**config.mk**
```make
export PLATFORM = sky130hd
export DESIGN_NAME = cop_clock_config
export DESIGN_NICKNAME = d
export VERILOG_FILES = /design/src/hw/cop_pkg.sv /design/src/hw/cop_clock_config.sv /design/src/hw/cop_pin_sync.sv /design/src/hw/cop_out_div.sv
export VERILOG_INCLUDE_DIRS = /design/src /design/src/hw
export SDC_FILE = /design/constraint.sdc
export NUM_CORES = 1
export LEC_CHECK = 0
export ABC_AREA = 1
export BUFFER_PORTS_ARGS = -buffer_cell sky130_fd_sc_hd__buf_2
export CAP_MARGIN = 20
export CORE_MARGIN = 2
export CORE_UTILIZATION = 51
export DETAILED_ROUTE_END_ITERATION = 8
export PLACE_DENSITY = 0.8
export SETUP_SLACK_MARGIN = 0.1
export SLEW_MARGIN = 5
export SYNTH_ARGS = -nofsm -noshare
export SYNTH_HDL_FRONTEND = slang
export SYNTH_SLANG_ARGS = --single-unit
```
**constraint.sdc**
```tcl
create_clock -name clk -period 1.8 [get_ports clk]
set_input_delay 0.09 -clock clk [delete_from_list [all_inputs] [get_ports clk]]
set_output_delay 0.09 -clock clk [all_outputs]
set_load 0.1 [all_outputs]
```
**src/hw/cop_regs.svh**
```systemverilog
// Offsets, field positions, reset values and ratio constants of the clock output and PLL configuration
`ifndef COP_REGS_SVH
`define COP_REGS_SVH

`define COP_CFG0_OFFSET 8'h04
`define COP_CFG0_RESET 32'h0002_0000
// Bits that software can change; 23:22 and the switch status 3:2 read as stored zero
`define COP_CFG0_WMASK 32'hFF3F_FFF3

`define COP_HALVE_BIT 31
`define COP_DIV_HI 30
`define COP_DIV_LO 28
`define COP_MF4_BIT 27
`define COP_SEL_HI 26
`define COP_SEL_LO 24
`define COP_MF_HI 21
`define COP_MF_LO 18
`define COP_DPLL_BIT 17
`define COP_PLLSRC_BIT 16
`define COP_APB2_HI 13
`define COP_APB2_LO 11
`define COP_APB1_HI 10
`define COP_APB1_LO 8
`define COP_AHB_HI 7
`define COP_AHB_LO 4
`define COP_SCS_HI 1
`define COP_SCS_LO 0

`define COP_MF_LAST_PLUS2 5'h0E
`define COP_MF_FLAT16 5'h0F
`define COP_MF_TOP31 5'h1E
`define COP_RATIO_16 5'h10
`define COP_RATIO_31 5'h1F

`define COP_HTRANS_NONSEQ 2'h2
`define COP_HRESP_OKAY 1'h0

`endif

```
**src/hw/cop_pkg.sv**
```systemverilog
// Types shared by the clock output and PLL configuration block
`default_nettype none
package cop_pkg;

  // Clock output source codes
  typedef enum logic [2:0] {
    COP_SRC_NONE   = 3'h0,
    COP_SRC_RSVD   = 3'h1,
    COP_SRC_IRC40K = 3'h2,
    COP_SRC_LXTAL  = 3'h3,
    COP_SRC_SYS    = 3'h4,
    COP_SRC_IRC8M  = 3'h5,
    COP_SRC_HXTAL  = 3'h6,
    COP_SRC_PLL    = 3'h7
  } cop_src_e;

  // Switch sequencer states
  typedef enum logic [1:0] {
    COP_ST_RUN  = 2'b01,
    COP_ST_WAIT = 2'b10
  } cop_state_e;

  // Clock output settings that take effect together
  typedef struct packed {
    logic pllHalveSel;
    logic [2:0] divider;
    cop_src_e source;
  } cop_out_cfg_s;

  // Fields handed to the PLL and clock tree
  typedef struct packed {
    logic [4:0] pllMultFactor;
    logic [4:0] pllMultRatio;
    logic pllDoubleOff;
    logic pllSourceSel;
    logic [2:0] apb2Prescale;
    logic [2:0] apb1Prescale;
    logic [3:0] ahbPrescale;
    logic [1:0] sysClkSwitch;
  } cop_pll_cfg_s;

endpackage : cop_pkg
`default_nettype wire

```
**src/hw/cop_clock_config.sv**
```systemverilog
// Clock output and PLL configuration register with AHB-Lite access and glitch-free output switching
`include "cop_regs.svh"
`default_nettype none
module cop_clock_config (
  // Clock and reset
  input wire logic clk,
  input wire logic rst_b,
  // AHB-Lite slave
  input wire logic hsel,
  input wire logic [31:0] haddr,
  input wire logic [1:0] htrans,
  input wire logic hwrite,
  input wire logic [2:0] hsize,
  input wire logic [31:0] hwdata,
  input wire logic hready,
  output logic [31:0] hrdata,
  output logic hreadyout,
  output logic hresp,
  // Candidate clocks for the clock output, asynchronous pins
  input wire logic irc40kClock,
  input wire logic lxtalClock,
  input wire logic irc8mClock,
  input wire logic hxtalClock,
  input wire logic pll_clock,
  // Clock output pin
  output logic clock_output,
  // Settings for the PLL and clock tree
  output cop_pkg::cop_pll_cfg_s pllCfg,
  output cop_pkg::cop_out_cfg_s outCfgActive,
  output logic switchPending
);

  // ---------------------------------------------------------------- bus slave
  logic [31:0] clock_config0_r;
  logic [31:0] clock_config0_nxt;
  logic wrPend_r;
  logic [31:0] rdata_r;
  logic [31:0] rdata_nxt;

  wire addrPhase = hsel && hready && (htrans == `COP_HTRANS_NONSEQ);
  wire hitCfg0 = (haddr[7:0] == `COP_CFG0_OFFSET) && (haddr[31:8] == 24'h000000);
  wire wrStart = addrPhase && hwrite && hitCfg0;
  wire rdStart = addrPhase && !hwrite && hitCfg0;

  // Only whole-word writes are taken; narrower ones leave the register unchanged
  wire wordSize = (hsize == 3'h2);

  // reserved bits kept by write mask
  wire [31:0] wrMerged = (hwdata & `COP_CFG0_WMASK) | (clock_config0_r & ~`COP_CFG0_WMASK);

  always_comb begin
    clock_config0_nxt = clock_config0_r;
    if (wrPend_r) begin
      clock_config0_nxt = wrMerged;
    end
  end

  // A read right behind a write sees the new value, so the register gets no wait state
  always_comb begin
    rdata_nxt = 32'h0000_0000;
    if (rdStart) begin
      rdata_nxt = clock_config0_nxt;
    end
  end

  always_ff @(posedge clk or negedge rst_b) begin
    if (!rst_b) begin
      clock_config0_r <= `COP_CFG0_RESET;
    end else begin
      clock_config0_r <= clock_config0_nxt;
    end
  end

  always_ff @(posedge clk or negedge rst_b) begin
    if (!rst_b) begin
      wrPend_r <= 1'b0;
      rdata_r <= 32'h0000_0000;
    end else begin
      wrPend_r <= wrStart && wordSize;
      rdata_r <= rdata_nxt;
    end
  end

  assign hrdata = rdata_r;
  assign hreadyout = 1'b1;
  assign hresp = `COP_HRESP_OKAY;

  // ---------------------------------------------------------------- field view
  // halving select
  wire regHalve = clock_config0_r[`COP_HALVE_BIT];
  wire [2:0] regDiv = clock_config0_r[`COP_DIV_HI:`COP_DIV_LO];
  wire [2:0] regSel = clock_config0_r[`COP_SEL_HI:`COP_SEL_LO];
  // five-bit factor assembled from two places
  wire [4:0] mfCode = {clock_config0_r[`COP_MF4_BIT], clock_config0_r[`COP_MF_HI:`COP_MF_LO]};

  cop_pkg::cop_out_cfg_s regOutCfg;
  assign regOutCfg.pllHalveSel = regHalve;
  assign regOutCfg.divider = regDiv;
  assign regOutCfg.source = cop_pkg::cop_src_e'(regSel);

  // ---------------------------------------------------------------- PLL ratio
  logic [4:0] mfRatio;

  always_comb begin
    if (mfCode <= `COP_MF_LAST_PLUS2) begin
      mfRatio = 5'(mfCode + 5'h02);
    end else if (mfCode == `COP_MF_FLAT16) begin
      mfRatio = `COP_RATIO_16;
    end else if (mfCode >= `COP_MF_TOP31) begin
      mfRatio = `COP_RATIO_31;
    end else begin
      mfRatio = 5'(mfCode + 5'h01);
    end
  end

  assign pllCfg.pllMultFactor = mfCode;
  assign pllCfg.pllMultRatio = mfRatio;
  assign pllCfg.pllDoubleOff = clock_config0_r[`COP_DPLL_BIT];
  assign pllCfg.pllSourceSel = clock_config0_r[`COP_PLLSRC_BIT];
  assign pllCfg.apb2Prescale = clock_config0_r[`COP_APB2_HI:`COP_APB2_LO];
  assign pllCfg.apb1Prescale = clock_config0_r[`COP_APB1_HI:`COP_APB1_LO];
  assign pllCfg.ahbPrescale = clock_config0_r[`COP_AHB_HI:`COP_AHB_LO];
  assign pllCfg.sysClkSwitch = clock_config0_r[`COP_SCS_HI:`COP_SCS_LO];

  // ---------------------------------------------------------------- source sampling
  // Order: irc40k, lxtal, irc8m, hxtal, pll
  wire [4:0] pinClocks = {pll_clock, hxtalClock, irc8mClock, lxtalClock, irc40kClock};
  wire [4:0] pinLevel;
  wire [4:0] pinChange;

  genvar gi;
  generate
    for (gi = 0; gi < 5; gi = gi + 1) begin : gSync
      cop_pin_sync uSync (
        .clk(clk),
        .rst_b(rst_b),
        .pinIn(pinClocks[gi]),
        .level(pinLevel[gi]),
        .change(pinChange[gi])
      );
    end
  endgenerate

  // The system clock cannot be sampled by itself; the system source ticks on every cycle, and this toggle drives nothing
  logic sysToggle_r;

  always_ff @(posedge clk or negedge rst_b) begin
    if (!rst_b) begin
      sysToggle_r <= 1'b0;
    end else begin
      sysToggle_r <= ~sysToggle_r;
    end
  end

  // ---------------------------------------------------------------- active settings
  cop_pkg::cop_out_cfg_s actCfg_r;
  cop_pkg::cop_out_cfg_s actCfg_nxt;
  cop_pkg::cop_state_e state_r;
  cop_pkg::cop_state_e state_nxt;
  logic prevOut_r;
  wire divOut;

  // halving select clear uses falling PLL edges only, which halves the edge rate; set takes both edges
  wire pllTick = actCfg_r.pllHalveSel ? pinChange[4] : (pinChange[4] && pinLevel[4]);

  logic srcTick;

  always_comb begin
    case (actCfg_r.source)
      cop_pkg::COP_SRC_IRC40K: srcTick = pinChange[0];
      cop_pkg::COP_SRC_LXTAL: srcTick = pinChange[1];
      cop_pkg::COP_SRC_SYS: srcTick = 1'b1;
      cop_pkg::COP_SRC_IRC8M: srcTick = pinChange[2];
      cop_pkg::COP_SRC_HXTAL: srcTick = pinChange[3];
      // PLL source follows the halving select
      cop_pkg::COP_SRC_PLL: srcTick = pllTick;
      // no clock or reserved code keeps the output low
      default: srcTick = 1'b0;
    endcase
  end

  wire cfgDiffers = (regOutCfg != actCfg_r);
  wire fellNow = prevOut_r && !divOut;
  wire idleSrc = (actCfg_r.source == cop_pkg::COP_SRC_NONE) || (actCfg_r.source == cop_pkg::COP_SRC_RSVD);

  // new settings load only as the output falls, or at once while no clock or the reserved code is active, so no high pulse is cut short
  wire swapNow = (state_r == cop_pkg::COP_ST_WAIT) && !divOut && (fellNow || idleSrc);

  always_comb begin
    state_nxt = state_r;
    actCfg_nxt = actCfg_r;
    case (state_r)
      cop_pkg::COP_ST_RUN: begin
        if (cfgDiffers) begin
          state_nxt = cop_pkg::COP_ST_WAIT;
        end
      end
      cop_pkg::COP_ST_WAIT: begin
        if (swapNow) begin
          actCfg_nxt = regOutCfg;
          state_nxt = cop_pkg::COP_ST_RUN;
        end
      end
      default: begin
        state_nxt = cop_pkg::COP_ST_RUN;
      end
    endcase
  end

  always_ff @(posedge clk or negedge rst_b) begin
    if (!rst_b) begin
      state_r <= cop_pkg::COP_ST_RUN;
      actCfg_r <= cop_pkg::cop_out_cfg_s'(7'h00);
      prevOut_r <= 1'b0;
    end else begin
      state_r <= state_nxt;
      actCfg_r <= actCfg_nxt;
      prevOut_r <= divOut;
    end
  end

  // power-of-two division of the selected source
  cop_out_div uDiv (
    .clk(clk),
    .rst_b(rst_b),
    .restart(swapNow),
    .tick(srcTick && !swapNow),
    .divSel(actCfg_r.divider),
    .clkOut(divOut)
  );

  assign clock_output = divOut;
  assign outCfgActive = actCfg_r;
  assign switchPending = (state_r == cop_pkg::COP_ST_WAIT);

endmodule : cop_clock_config
`default_nettype wire

```
**src/hw/cop_pin_sync.sv**
```systemverilog
// Three-flop synchroniser with agreement filter for one clock pin
`default_nettype none
module cop_pin_sync (
  // Clock and reset
  input wire logic clk,
  input wire logic rst_b,
  // Pin side
  input wire logic pinIn,
  // Filtered level and a pulse on each accepted change
  output logic level,
  output logic change
);

  logic meta_r;
  logic sync2_r;
  logic sync3_r;
  logic level_r;

  always_ff @(posedge clk or negedge rst_b) begin
    if (!rst_b) begin
      meta_r <= 1'b0;
      sync2_r <= 1'b0;
      sync3_r <= 1'b0;
    end else begin
      meta_r <= pinIn;
      sync2_r <= meta_r;
      sync3_r <= sync2_r;
    end
  end

  // Only a level that held for two samples is accepted
  wire agree = (sync2_r == sync3_r);
  wire levelNxt = agree ? sync3_r : level_r;

  always_ff @(posedge clk or negedge rst_b) begin
    if (!rst_b) begin
      level_r <= 1'b0;
    end else begin
      level_r <= levelNxt;
    end
  end

  assign level = level_r;
  assign change = levelNxt ^ level_r;

endmodule : cop_pin_sync
`default_nettype wire

```
**src/hw/cop_out_div.sv**
```systemverilog
// Power-of-two edge divider that builds the clock output
`default_nettype none
module cop_out_div (
  // Clock and reset
  input wire logic clk,
  input wire logic rst_b,
  // Control
  input wire logic restart,
  input wire logic tick,
  input wire logic [2:0] divSel,
  // Output
  output logic clkOut
);

  logic [6:0] count_r;
  logic [6:0] count_nxt;
  logic out_r;
  logic out_nxt;

  // Each half period of the output spans 2**divSel source edges
  wire [6:0] lastCount = 7'((8'h01 << divSel) - 8'h01);
  wire wrap = tick && (count_r == lastCount);

  always_comb begin
    count_nxt = count_r;
    out_nxt = out_r;
    if (restart) begin
      count_nxt = 7'h00;
      out_nxt = 1'b0;
    end else if (wrap) begin
      count_nxt = 7'h00;
      out_nxt = ~out_r;
    end else if (tick) begin
      count_nxt = 7'(count_r + 7'h01);
    end
  end

  always_ff @(posedge clk or negedge rst_b) begin
    if (!rst_b) begin
      count_r <= 7'h00;
      out_r <= 1'b0;
    end else begin
      count_r <= count_nxt;
      out_r <= out_nxt;
    end
  end

  assign clkOut = out_r;

endmodule : cop_out_div
`default_nettype wire

```
==> metrics.cfg <==
[outcome]
status = finished with violations
violations = setup timing

[synthesis]
yosysWarnings = 0
synth-seq-area-share = 0.5340
synth_common_cells = nand2_1 (94), dfrtp_1 (93), inv_1 (92)
post_synth.cell_area_avg_sq_um = 8.604
ys_types = 36
synth-edff-count = 0
synth_most_common_cell = nand2_1
synth_area_leaders = dfrtp_1 (52%), nand2_1 (7.9%), inv_1 (7.7%)
ys_ff_latch = 95
synthFlopType = dfrtp_1
synth_top_cell_by_area = dfrtp_1
async_reset_ff_frac = 1.000
synth_top_area_share = 0.5222
syn_inst = 518
syn_area_sq_um = 4457

[worst_setup_path]
worst-setup-path-type = reg -> out
cp-start-kind = register
r2r-start = gSync[4].uSync.sync2_r
cp_top_family = flip-flops
worst-path-buf-inv = 3
crit_required_ns = 1.71
path_cells = ha_4, inv_2, nor3_2, ha_2, buf_4, o32ai_4, buf_12
crit_path_end_kind = output pin
cp.arrival_ns = 1.90
r2r-end = uDiv.count_r[0]
reg2reg_depth = 12
max_stage_delay_ns = 0.47
rrSetupSlack_ns = 0.08
cp_max_fo = 4
worst_path_max_delay_cell = dfrtp_2

[timing]
slew_viol_final = 0
setup_violations = 5
finClkSkew_ns = 0.01116
tightestPinTransition_ns = 0.5125
min_period_ns = 1.987
finalHoldViolCount = 0
relSlewSlack = 0.6607
fin_ws_ns = -0.1867
rsz0062_at_grt = yes
final.period_utilization = 1.104
max_freq_mhz = 503.4
fin_hold_ws_ns = 0.04125

[global_route]
groute.usage.overall = 0.2185
met3_usage = 0.06403
grt_pass1_vias = 3688
antenna_found_initial = 0
grt_max_degree = 70
grt_pass1_wl_um = 16560
grt-ovfl-total = 0
met1_usage = 0.2483
met2_usage = 0.3862
grt_busiest_layer = met2

[floorplan]
die_area_sq_um = 9502
die_h_um = 97.48
initial_utilization = 0.5186
fp-row-count = 34
ioPinCount = 146
die_w_um = 97.48
fp.coreArea_sq_um = 8593

[clock_tree]
insertion_delay_ns = 0.36
cts_sinks = 95
cts-htree-levels = 3
clock_path_buffers = 2
cts.clk_slew.worst_paths_ns = 0.10
numCtsBuffers = 9
cts_tree = done
clock-root-buffer = clkbuf_8

[placed_design]
gp_congestion = 0.8738
dp.cells = 732
place_hpwl_um = 7390
io_buffers = 135
place_ws_ns = -0.002174

[pwr]
fin_total_pwr_mw = 3.901
p_per_area_nw_per_um2 = 673.0
peakVddDrop_mv = 0.5340
p_leak_nw = 3.351

[detailed_routing]
wl_per_cell_um = 13.20
num_vias = 3752
drt_iter0_drc = 135
wirelength_um = 10140
drc_errors = 0
firstDrtPassIters = 4
viasPerCell = 4.885
final_antenna_net_count = 0

[min_path]
hold_path_class = in -> reg
hold_path_end = clock_config0_r[11]
hp-start = hwdata[11]
whs_path_depth = 5

[cells_and_area]
diodes = 0
final_util = 0.6746
area_growth_pct = 30.07
stdcell_count = 768
drive_gt1_frac = 0.3470
final_nets = 740

[job]
maxCapViolCount = 0

[cell usage in the layout (no fill, tap or decap), types with 10 or more instances in the layout]
cell      instances
dfrtp_2          10
buf_2           129
o21ai_0          36
nor2_2           12
clkbuf_8         10
dfrtp_1          81
nand2_1          90
inv_1            89
nand4_1          14
nor2_1           56
nand3_1          23
buf_4            12
[repair_timing]
item / CTS / global route
hold endpoints to repair: 99 / 0
endpoints found under the setup margin: 13 / 14
hold buffers: 9 / 0
gates resized for setup: 11 / 9
buffers inserted: 9 / 3
pin swaps: 9 / 5
[registers in the layout, summed over array words and instances, names as in the netlist]
signal,count
prevOut_r,1
state_r,2
hrdata,28
uDiv.count_r,7
gSync.uSync.sync2_r,5
gSync.uSync.level,5
wrPend_r,1
gSync.uSync.meta_r,5
gSync.uSync.sync3_r,5
uDiv.clkOut,1
clock_config0_r,28
outCfgActive,7
[how the worst max path moves through the flow]
stage | start | to | slack (ns) | cells past startpoint
finish | clock_config0_r[19] | pllCfg[17] | -0.19 | 7
global route | clock_config0_r[19] | pllCfg[17] | -0.24 | 7
CTS | clock_config0_r[19] | pllCfg[17] | -0.18 | 7
detailed placement | gSync[4].uSync.level | uDiv.count_r[3] | -0.002 | 12
global placement | gSync[4].uSync.level | uDiv.count_r[0] | 0.09 | 12
floorplan | clock_config0_r[19] | pllCfg[17] | -0.03 | 5
[power by group]
group	internal, mW	switching [mW]	leakage, nW
registers	2.16	0.0176	1.25
logic	0.112	0.165	2.00
clock network	0.693	0.752	0.101
[logic make-up (layout without fill, tap and decap cells)]
logic type	after synthesis	count (layout)	share of synthesized area
buffers and inverters	131	269	0.1359
other	2	6	0.001685
adder cells (fa/ha/maj)	6	6	0.01684
flip-flops	95	95	0.5340
multiplexers	1	1	0.002526
XOR/XNOR	10	10	0.01965
AO/OA/AOI/OAI	56	56	0.06850
AND/OR/NAND/NOR	217	217	0.2209
[routing by layer]
layer	share of wire	vias up	wire [um]
li1	-	1844	-
met2	0.51	124	5158
met5	0	-	0
met4	0.025	0	249
met1	0.40	1765	4017
met3	0.070	19	711
[tightest hold or removal path, stage by stage]
cell and delay [ns]:
buf_2 0.07, inv_1 0.03, nand2_1 0.04, o21ai_0 0.09, inv_1 0.06
[stage by stage]
| step | instance area [sq um] | setup TNS (ns) |
|---|---|---|
| finish | 5797 | -0.7315 |
| global route | 5797 | -1.046 |
| detailed placement | 5341 | -0.002174 |
| floorplan | 4618 | -0.02592 |
| CTS | 5748 | -0.8796 |
| global placement | 5341 | 0 |
[layout make-up]
type / instances / area (sq um)
Clock buffer: 11 / 141.4
Clock inverter: 5 / 63.81
Timing Repair Buffer: 161 / 1030
Multi-Input combinational cell: 296 / 1679
Fill cell: 683 / 2796
Inverter: 92 / 347.8
Sequential cell: 95 / 2400
Tap cell: 108 / 135.1
Note: power is estimated with default switching activity, not from simulation.
